`config.mk`:
```
export PLATFORM = sky130hd
export DESIGN_NAME = srs_source_select
export DESIGN_NICKNAME = d
export VERILOG_FILES = /design/src/core/srs_pkg.sv /design/src/core/srs_sync.sv /design/src/core/srs_source_select.sv
export SDC_FILE = /design/constraint.sdc
export NUM_CORES = 1
export LEC_CHECK = 0
export ABC_AREA = 1
export BUFFER_PORTS_ARGS = -buffer_cell sky130_fd_sc_hd__buf_2
export CORE_MARGIN = 2
export CORE_UTILIZATION = 25
export CTS_CLUSTER_DIAMETER = 40
export CTS_CLUSTER_SIZE = 28
export DETAILED_ROUTE_END_ITERATION = 12
export GPL_TIMING_DRIVEN = 0
export PLACE_DENSITY = 0.59
export SLEW_MARGIN = 25
export SYNTH_ARGS = -nofsm -noshare
export SYNTH_HDL_FRONTEND = slang
export SYNTH_SLANG_ARGS = --single-unit
```
`constraint.sdc`:
```
create_clock -name pclk -period 0.9 [get_ports pclk]
set_input_delay 0.18 -clock pclk [delete_from_list [all_inputs] [get_ports pclk]]
set_output_delay 0.18 -clock pclk [all_outputs]
set_load 0.01 [all_outputs]
```
`src/core/srs_pkg.sv`:
```
// Constants for the set/reset latch source selection block
// Notes on behaviour
// RQ1 - Bit 4: comparator one drives latch set
// RQ2 - Bit 3: reset pin drives latch reset
// RQ3 - Bit 2: pulse clock pulses latch reset
// RQ4 - Bit 1: comparator two drives latch reset
// RQ5 - Bit 0: comparator one drives latch reset
// RQ6 - Bit 5: comparator two drives latch set
// RQ7 - Clocked set enable pulses latch set
// RQ8 - Enabled sources OR into set, reset
`default_nettype none
package srs_pkg;
    // Bus geometry
    localparam int SRS_ADDR_W = 8;
    localparam int SRS_DATA_W = 32;
    // Register byte offsets
    localparam logic [SRS_ADDR_W-1:0] SRS_CTRL_OFS = 8'h00;
    localparam logic [SRS_ADDR_W-1:0] SRS_STAT_OFS = 8'h04;
    // Control field positions
    localparam int SRS_CMP_ONE_RESET_BIT = 0;
    localparam int SRS_CMP_TWO_RESET_BIT = 1;
    localparam int SRS_CLOCKED_RESET_BIT = 2;
    localparam int SRS_PIN_RESET_BIT = 3;
    localparam int SRS_CMP_ONE_SET_BIT = 4;
    localparam int SRS_CMP_TWO_SET_BIT = 5;
    localparam int SRS_CLOCKED_SET_BIT = 6;
    localparam int SRS_CTRL_W = 7;
    localparam logic [SRS_CTRL_W-1:0] SRS_CTRL_RST = 7'h00;
    // Status field positions
    localparam int SRS_ST_CMP_ONE_BIT = 0;
    localparam int SRS_ST_CMP_TWO_BIT = 1;
    localparam int SRS_ST_PIN_BIT = 2;
    localparam int SRS_ST_PCLK_BIT = 3;
    localparam int SRS_ST_SET_BIT = 4;
    localparam int SRS_ST_RESET_BIT = 5;
    localparam int SRS_STAT_W = 6;
    // Synchronised input lanes
    localparam int SRS_IN_W = 4;
    localparam int SRS_IN_CMP_ONE = 0;
    localparam int SRS_IN_CMP_TWO = 1;
    localparam int SRS_IN_PIN = 2;
    localparam int SRS_IN_PCLK = 3;
    localparam logic [SRS_IN_W-1:0] SRS_IN_RST = 4'h0;
    // Synchroniser depth
    localparam int SRS_SYNC_STAGES = 2;
endpackage
`default_nettype wire

```
`src/core/srs_sync.sv`:
```
// Two-flop synchroniser bank for asynchronous inputs
`default_nettype none
module srs_sync
    import srs_pkg::*;
#(
    parameter int WIDTH = SRS_IN_W
) (
    input wire logic pclk,
    input wire logic presetn,
    input wire logic [WIDTH-1:0] async_in,
    output logic [WIDTH-1:0] sync_out
);
    // First stage feeds only the second stage
    genvar gi;
    generate
        for (gi = 0; gi < WIDTH; gi++) begin : g_lane
            logic meta_ff;
            logic stable_ff;
            always_ff @(posedge pclk or negedge presetn) begin
                if (!presetn) begin
                    meta_ff <= 1'b0;
                    stable_ff <= 1'b0;
                end else begin
                    meta_ff <= async_in[gi];
                    stable_ff <= meta_ff;
                end
            end
            assign sync_out[gi] = stable_ff;
        end
    endgenerate
endmodule
`default_nettype wire

```
`src/core/srs_source_select.sv`:
```
// Set/reset latch source selection with APB control and status
//
// Our own choices: the register addresses and register access over APB.
`default_nettype none
module srs_source_select
    import srs_pkg::*;
(
    input wire logic pclk,
    input wire logic presetn,
    // APB slave
    input wire logic psel,
    input wire logic penable,
    input wire logic pwrite,
    input wire logic [SRS_ADDR_W-1:0] paddr,
    input wire logic [SRS_DATA_W-1:0] pwdata,
    output logic [SRS_DATA_W-1:0] prdata,
    output logic pready,
    output logic pslverr,
    // Asynchronous sources
    input wire logic comparator_one,
    input wire logic comparator_two,
    input wire logic latch_reset_pin,
    input wire logic latch_pulse_clock,
    // Drives toward the latch
    output logic latch_set,
    output logic latch_reset
);

    // Every source pin is sampled twice before use, so a level change
    // reaches latch_set or latch_reset on the third pclk edge.
    // Set and reset may both be high; the latch itself resolves that.

    // Address decode, shared by the write and read paths
    function automatic logic addr_is(input logic [SRS_ADDR_W-1:0] a,
                                     input logic [SRS_ADDR_W-1:0] ofs);
        addr_is = (a == ofs);
    endfunction

    // Software-visible state
    logic [SRS_CTRL_W-1:0] ctrl_ff;
    logic [SRS_DATA_W-1:0] prdata_ff;
    logic [SRS_DATA_W-1:0] nxt_prdata;

    // Latch drive registers and their next values
    logic latch_set_ff;
    logic latch_reset_ff;
    logic nxt_latch_set;
    logic nxt_latch_reset;

    // Source levels before and after the synchroniser
    logic [SRS_IN_W-1:0] raw_in;
    logic [SRS_IN_W-1:0] sync_in;
    logic cmp_one_s;
    logic cmp_two_s;
    logic pin_s;
    logic pulse_clk_s;

    // Pulse clock edge detection
    logic pulse_prev_ff;
    logic pulse_edge;

    // APB phase and address decode terms
    logic setup_phase;
    logic access_phase;
    logic hit_ctrl;
    logic hit_stat;
    logic unmapped;

    // Named views of the control bits
    // Bit 6 carries the clocked set enable above the other six
    logic cmp_one_set_enable;
    logic cmp_two_set_enable;
    logic clocked_set_enable;
    logic pin_reset_enable;
    logic clocked_reset_enable;
    logic cmp_two_reset_enable;
    logic cmp_one_reset_enable;

    assign cmp_one_reset_enable = ctrl_ff[SRS_CMP_ONE_RESET_BIT];
    assign cmp_two_reset_enable = ctrl_ff[SRS_CMP_TWO_RESET_BIT];
    assign clocked_reset_enable = ctrl_ff[SRS_CLOCKED_RESET_BIT];
    assign pin_reset_enable = ctrl_ff[SRS_PIN_RESET_BIT];
    assign cmp_one_set_enable = ctrl_ff[SRS_CMP_ONE_SET_BIT];
    assign cmp_two_set_enable = ctrl_ff[SRS_CMP_TWO_SET_BIT];
    assign clocked_set_enable = ctrl_ff[SRS_CLOCKED_SET_BIT];

    // Pins arrive from outside the clock domain
    // Packed into lanes so one synchroniser bank serves all four
    assign raw_in[SRS_IN_CMP_ONE] = comparator_one;
    assign raw_in[SRS_IN_CMP_TWO] = comparator_two;
    assign raw_in[SRS_IN_PIN] = latch_reset_pin;
    assign raw_in[SRS_IN_PCLK] = latch_pulse_clock;

    srs_sync #(
        .WIDTH(SRS_IN_W)
    ) u_sync (
        .pclk(pclk),
        .presetn(presetn),
        .async_in(raw_in),
        .sync_out(sync_in)
    );

    // Settled source levels, two pclk edges behind the pins
    assign cmp_one_s = sync_in[SRS_IN_CMP_ONE];
    assign cmp_two_s = sync_in[SRS_IN_CMP_TWO];
    assign pin_s = sync_in[SRS_IN_PIN];
    assign pulse_clk_s = sync_in[SRS_IN_PCLK];

    // Pulse clock edge memory, taken after the synchroniser only
    always_ff @(posedge pclk or negedge presetn) begin
        if (!presetn) begin
            pulse_prev_ff <= 1'b0;
        end else begin
            pulse_prev_ff <= pulse_clk_s;
        end
    end

    // One pclk-wide pulse per rising edge of the latch pulse clock.
    // Limitation: pulse clock must stay well below pclk/4 to be seen.
    // A pulse clock held high yields only the one pulse
    assign pulse_edge = pulse_clk_s & ~pulse_prev_ff;

    // Set sources, each gated by its own enable
    always_comb begin
        nxt_latch_set = 1'b0;
        if (cmp_one_set_enable && cmp_one_s) begin
            nxt_latch_set = 1'b1; // [RQ1] [RQ8]
        end
        if (cmp_two_set_enable && cmp_two_s) begin
            nxt_latch_set = 1'b1; // [RQ6] [RQ8]
        end
        if (clocked_set_enable && pulse_edge) begin
            nxt_latch_set = 1'b1; // [RQ7] [RQ8]
        end
    end

    // Reset sources, each gated by its own enable
    // Not made exclusive with set: both may drive together
    always_comb begin
        nxt_latch_reset = 1'b0;
        if (pin_reset_enable && pin_s) begin
            nxt_latch_reset = 1'b1; // [RQ2] [RQ8]
        end
        if (clocked_reset_enable && pulse_edge) begin
            nxt_latch_reset = 1'b1; // [RQ3] [RQ8]
        end
        if (cmp_two_reset_enable && cmp_two_s) begin
            nxt_latch_reset = 1'b1; // [RQ4] [RQ8]
        end
        if (cmp_one_reset_enable && cmp_one_s) begin
            nxt_latch_reset = 1'b1; // [RQ5] [RQ8]
        end
    end

    // Registered drives keep glitches from the OR trees off the latch
    always_ff @(posedge pclk or negedge presetn) begin
        if (!presetn) begin
            latch_set_ff <= 1'b0;
            latch_reset_ff <= 1'b0;
        end else begin
            latch_set_ff <= nxt_latch_set;
            latch_reset_ff <= nxt_latch_reset;
        end
    end

    // Drives leave straight from flops
    assign latch_set = latch_set_ff;
    assign latch_reset = latch_reset_ff;

    // APB phase and decode
    assign setup_phase = psel & ~penable;
    assign access_phase = psel & penable;
    assign hit_ctrl = addr_is(paddr, SRS_CTRL_OFS);
    assign hit_stat = addr_is(paddr, SRS_STAT_OFS);
    assign unmapped = ~(hit_ctrl | hit_stat);

    // Zero wait states; unmapped addresses answer with an error
    // Misaligned addresses fall under unmapped as well
    assign pready = 1'b1;
    assign pslverr = access_phase & unmapped;

    // Control register; a status write is silently dropped
    // Bits above the enable field are ignored and read back zero
    always_ff @(posedge pclk or negedge presetn) begin
        if (!presetn) begin
            ctrl_ff <= SRS_CTRL_RST;
        end else if (access_phase && pwrite && hit_ctrl) begin
            ctrl_ff <= pwdata[SRS_CTRL_W-1:0];
        end
    end

    // Read data, captured in setup so it is stable in access
    // Unused upper bits stay zero
    always_comb begin
        nxt_prdata = '0;
        if (hit_ctrl) begin
            nxt_prdata[SRS_CTRL_W-1:0] = ctrl_ff;
        end else if (hit_stat) begin
            nxt_prdata[SRS_ST_CMP_ONE_BIT] = cmp_one_s;
            nxt_prdata[SRS_ST_CMP_TWO_BIT] = cmp_two_s;
            nxt_prdata[SRS_ST_PIN_BIT] = pin_s;
            nxt_prdata[SRS_ST_PCLK_BIT] = pulse_clk_s;
            nxt_prdata[SRS_ST_SET_BIT] = latch_set_ff;
            nxt_prdata[SRS_ST_RESET_BIT] = latch_reset_ff;
        end
    end

    // Status is a snapshot taken at setup; idle bus reads back zero
    // Trade-off: sampling at setup keeps decode off the access path
    always_ff @(posedge pclk or negedge presetn) begin
        if (!presetn) begin
            prdata_ff <= '0;
        end else if (setup_phase && !pwrite) begin
            prdata_ff <= nxt_prdata;
        end else if (!psel) begin
            prdata_ff <= '0;
        end
    end

    // Read data leaves through a flop, never through the decode
    assign prdata = prdata_ff;

endmodule
`default_nettype wire

```
# ---- Word level (Yosys, flattened, before mapping)
# Cells that the tools add are included.
dict set report op_classes {
  n_eq_ne 2
  n_mux 12
  bitwise_logic 8
  n_reduce_logical 12
}
# cell n
set op_table {}
lappend op_table {{32-bit 2-to-1 mux} 2}
lappend op_table {{6-bit 2-to-1 mux} 2}
lappend op_table {{1-bit logical AND} 10}
lappend op_table {{8-bit by 3-bit == test with 1-bit output (second input constant)} 1}
lappend op_table {{8-bit zero test} 1}
lappend op_table {{1-bit 2-to-1 mux} 8}
lappend op_table {{1-bit bitwise AND} 4}
lappend op_table {{1-bit inverter} 3}
lappend op_table {{2-bit by 1-bit != test with 1-bit output (second input constant)} 1}
lappend op_table {{1-bit zero test} 1}
lappend op_table {{1-bit OR} 1}
dict set report word_totals {
  reg_bits 50
  input_bits 49
  word_cells 47
}

# ---- Depth between registers and ports, before layout
dict set report depth {
  word_depth 6
  mapped_depth 8
  mapped_depth_nobuf 7
}

# ---- Modules after synthesis
# A second synthesis with hierarchy kept.
dict set report hier_totals {
  cells_unflattened 151
  area_unflattened_um2 1286.2
}
# mod n_inst cells_each area_each_um2
set modules_own_cells {}
lappend modules_own_cells {srs_source_select 1 139 1056.0}
lappend modules_own_cells {srs_sync 1 12 230.2}

# ---- Least setup slack after synthesis
# Ideal clock, no wire load.
dict set report synth_timing {
  kind {input to output}
  startpoint {in paddr[2]}
  endpoint {out pslverr}
  t_arrival_ns 0.794
  slack_ns -0.074
  cell_stages 5
  cell_sequence {nor2_1 -> nand2_1 -> nor2_4 -> buf_6 -> nor3_1}
}
dict set report synth_via {
  elab_chain_len 4
}
# item line_no
set synth_lines {}
lappend synth_lines {{start: declaration} srs_source_select.sv:14} ;# input wire logic [SRS_ADDR_W-1:0] paddr,
lappend synth_lines {{8-bit by 3-bit == test with 1-bit output or 8-bit zero test (tied branches)} srs_source_select.sv:36} ;# addr_is = (a == ofs);
lappend synth_lines {{1-bit OR *} srs_source_select.sv:175} ;# assign unmapped = ~(hit_ctrl | hit_stat);
lappend synth_lines {{1-bit inverter *} srs_source_select.sv:175}
lappend synth_lines {{1-bit bitwise AND *} srs_source_select.sv:180} ;# assign pslverr = access_phase & unmapped;
lappend synth_lines {{end: declaration} srs_source_select.sv:18} ;# output logic pslverr,
# Mark *: on every way between the ends. The rest lies on a longest branch, timed or not.

# ---- Worst setup path in the final report
dict set report layout_timing {
  startpoint {in paddr[5]}
  endpoint {out pslverr}
}
# Same word-level chain as after synthesis.

==> summary.txt <==
Status: complete, but fails checks
Failing checks: setup timing
All-Layer GR Usage: 9.43%
Worst-path cell chain: buf_2 > nor2_4 > nand2_4 > nor2_4 > buf_6 > nor3_2 > buf_2
Critical path endpoint: pslverr
Worst-Margin Slew: 0.547 ns
Worst-Skew Late Latency: 0.27 ns
Flop-to-flop setup slack: 0.15 ns
Routed vias: 999
Total gr overflow: 0
Post-synth cell types: 15
Arrival time worst endpoint: 0.84 ns
Routed Antenna Nets: 0
Vias in the first global route: 951
Seq/Total Area, Yosys: 49.8%
Place WS: -0.330 ns
CTS tree: built
Reg2Reg Depth: 4
Starting Density: 26.2%
Post-placement cell area: 1600 um^2
PwrDens: 1200 nW/um^2
Routed WL: 2560 um
CP startpoint: paddr[5]
Largest net degree at the start of global routing: 26
Clk sinks: 25
Slowest stage delay, CP: 0.14 ns
RSZ-0062 raised after global routing: yes
Rows: 25
Routed length per instance: 9.12 um
Ys Warns: 0
Final Hold Viols: 0
CTS Buf Count: 3
Syn_area_per_cell: 8.55 um^2
Critical Path Source Type: primary input
Htree depth: 1
Fmax: 977 MHz
Area Growth Syn to Fin: 42.8%
Worst slew margin: 63.5%
First-pass DRT Iterations: 4
First-pass GRT wire length: 4100 um
Die area: 5610 um^2
R2r startpoint: u_sync.g_lane[3].stable_ff
Post-synth top area share: 49.8%
Synth top area cells: dfrtp_1 50%, nand2_1 16%, buf_4 16%, nand3_1 6.8%, inv_1 2.1%
Cells after synthesis: 147
Core ar.: 4790 um^2
Critical path endpoint category: output pin
Final min period: 1.02 ns
I/O pin total: 85
Kind of critical path: in2out
Max Cap Viol: 0
Design area: 1790 um^2
IO Port Bufs: 33
Final Max Slew Viols: 0
Die H: 74.9 um
Final net count: 264
CP required: 0.72 ns
DRC Markers: 0
Layout cell share with drive strength beyond 1: 37.9%
Clock slew at reported path FFs: 0.09 ns
N_diodes: 0
Synth Register Bits: 25
Commonest non-fill, non-tap cells in the layout: 53 x nand2_1, 30 x buf_4, 26 x conb_1
Worst R2R End: prdata[3]
Pleak: 1.04 nW
Largest area contributor in the netlist: dfrtp_1
Routability cong.: 0.794
Root buf cell: clkbuf_8
Antenna violations before repair: 0
Slack of the critical path: -0.123 ns
Die width: 74.9 um
Slowest CP cell: buf_2
Final Core Density: 37.5%
Clock tree buffer depth: 2
DPL Wire Length: 1970 um
Worst min path class: in2reg
Via density per instance: 3.56
Initial DRC Count: 13
DP Cell Count: 271
Tcrit/Tclk final: 114%
Peak VDD IR: 1.04 mV
CP max FO: 3
Number of setup violations in the final report: 10
Clock skew: 0.00255 ns
Most common cell after layout, fill and taps aside: nand2_1
Non-Filler Instances: 281
Mapped Area: 1260 um^2
## worst max-delay path, delay by kind of cell
kind                   cells  cell delay (ns)
buffers and inverters      3             0.36
AND/OR/NAND/NOR            4             0.31
## synth_stat cells (all sizes together)
cell type	instances
o21ai	1
nor3	2
dfrtp	25
inv	7
nand2	57
buf	27
nor2	7
conb	2
nand3	17
nor3b	1
nand4	1
## logic make-up (layout without fill, tap and decap cells)
kind of cell	Yosys count	count (layout)	synth area share, %
compound gates	1	1	0.398
other cells	2	26	0.598
buf+inv	34	77	18.5
simple gates	85	85	30.7
flops	25	25	49.8
## cell type report
cell class                      instances  area [um^2]
Clock buffer                            3         41.3
Multi-Input combinational cell        112          528
Clock inverter                          1         7.51
Fill cell                             497         2990
Inverter                                7         26.3
Sequential cell                        25          626
Buffer                                 27          206
Tap cell                               67         83.8
Timing Repair Buffer                   39          275
## sequential cells by signal (all words and copies together), names as in the netlist
signal,cells
prdata,7
latch_set,1
u_sync.g_lane.meta_ff,4
pulse_prev_ff,1
latch_reset,1
u_sync.g_lane.stable_ff,4
ctrl_ff,7
## repair_timing
item	4_1_cts	5_1_grt
resized for setup	6	13
hold buffers	1	1
setup endpoints to repair	10	20
setup buffers	4	0
pin swaps	5	6
endpoints found under the hold margin	25	1
## how the worst min path moves through the flow
stage	startpoint	to	slack, ns	cells past startpoint
6_report	latch_reset_pin	u_sync.g_lane[2].meta_ff	0.01	1
5_1_grt	latch_reset_pin	u_sync.g_lane[2].meta_ff	0.007	1
4_1_cts	comparator_one	u_sync.g_lane[0].meta_ff	0.002	1
3_5_place_dp	presetn	ctrl_ff[2]	0.20	1
3_3_place_gp	presetn	u_sync.g_lane[3].meta_ff	0.19	1
2_1_floorplan	presetn	ctrl_ff[0]	-0.12	0
## power by group
part	total (mW)	internal, mW	switching, mW
Sequential	1.16	1.15	0.0155
Clock	0.674	0.314	0.361
Combinational	0.322	0.163	0.159
## per-stage QoR
step | total power [mW] | setup TNS, ns | hold slack, ns
2_1_floorplan | 1.37 | -0.00277 | -0.116
3_3_place_gp | 1.46 | -3.19 | 0.194
3_5_place_dp | 1.46 | -3.61 | 0.199
4_1_cts | 2.16 | -0.905 | 0.00153
5_1_grt | 2.25 | -1.35 | 0.00743
6_report | 2.16 | -0.764 | 0.0107
## metal layers
layer | vias up | share of wire [%] | GRT usage [%]
met5 | - | 0 | 0
met4 | 0 | 1.1 | 3.57
met3 | 4 | 5.1 | 1.74
met2 | 32 | 51 | 16.7
met1 | 427 | 43 | 11.4
li1 | 536 | - | -
No activity file was read; power rests on OpenSTA's default activity.
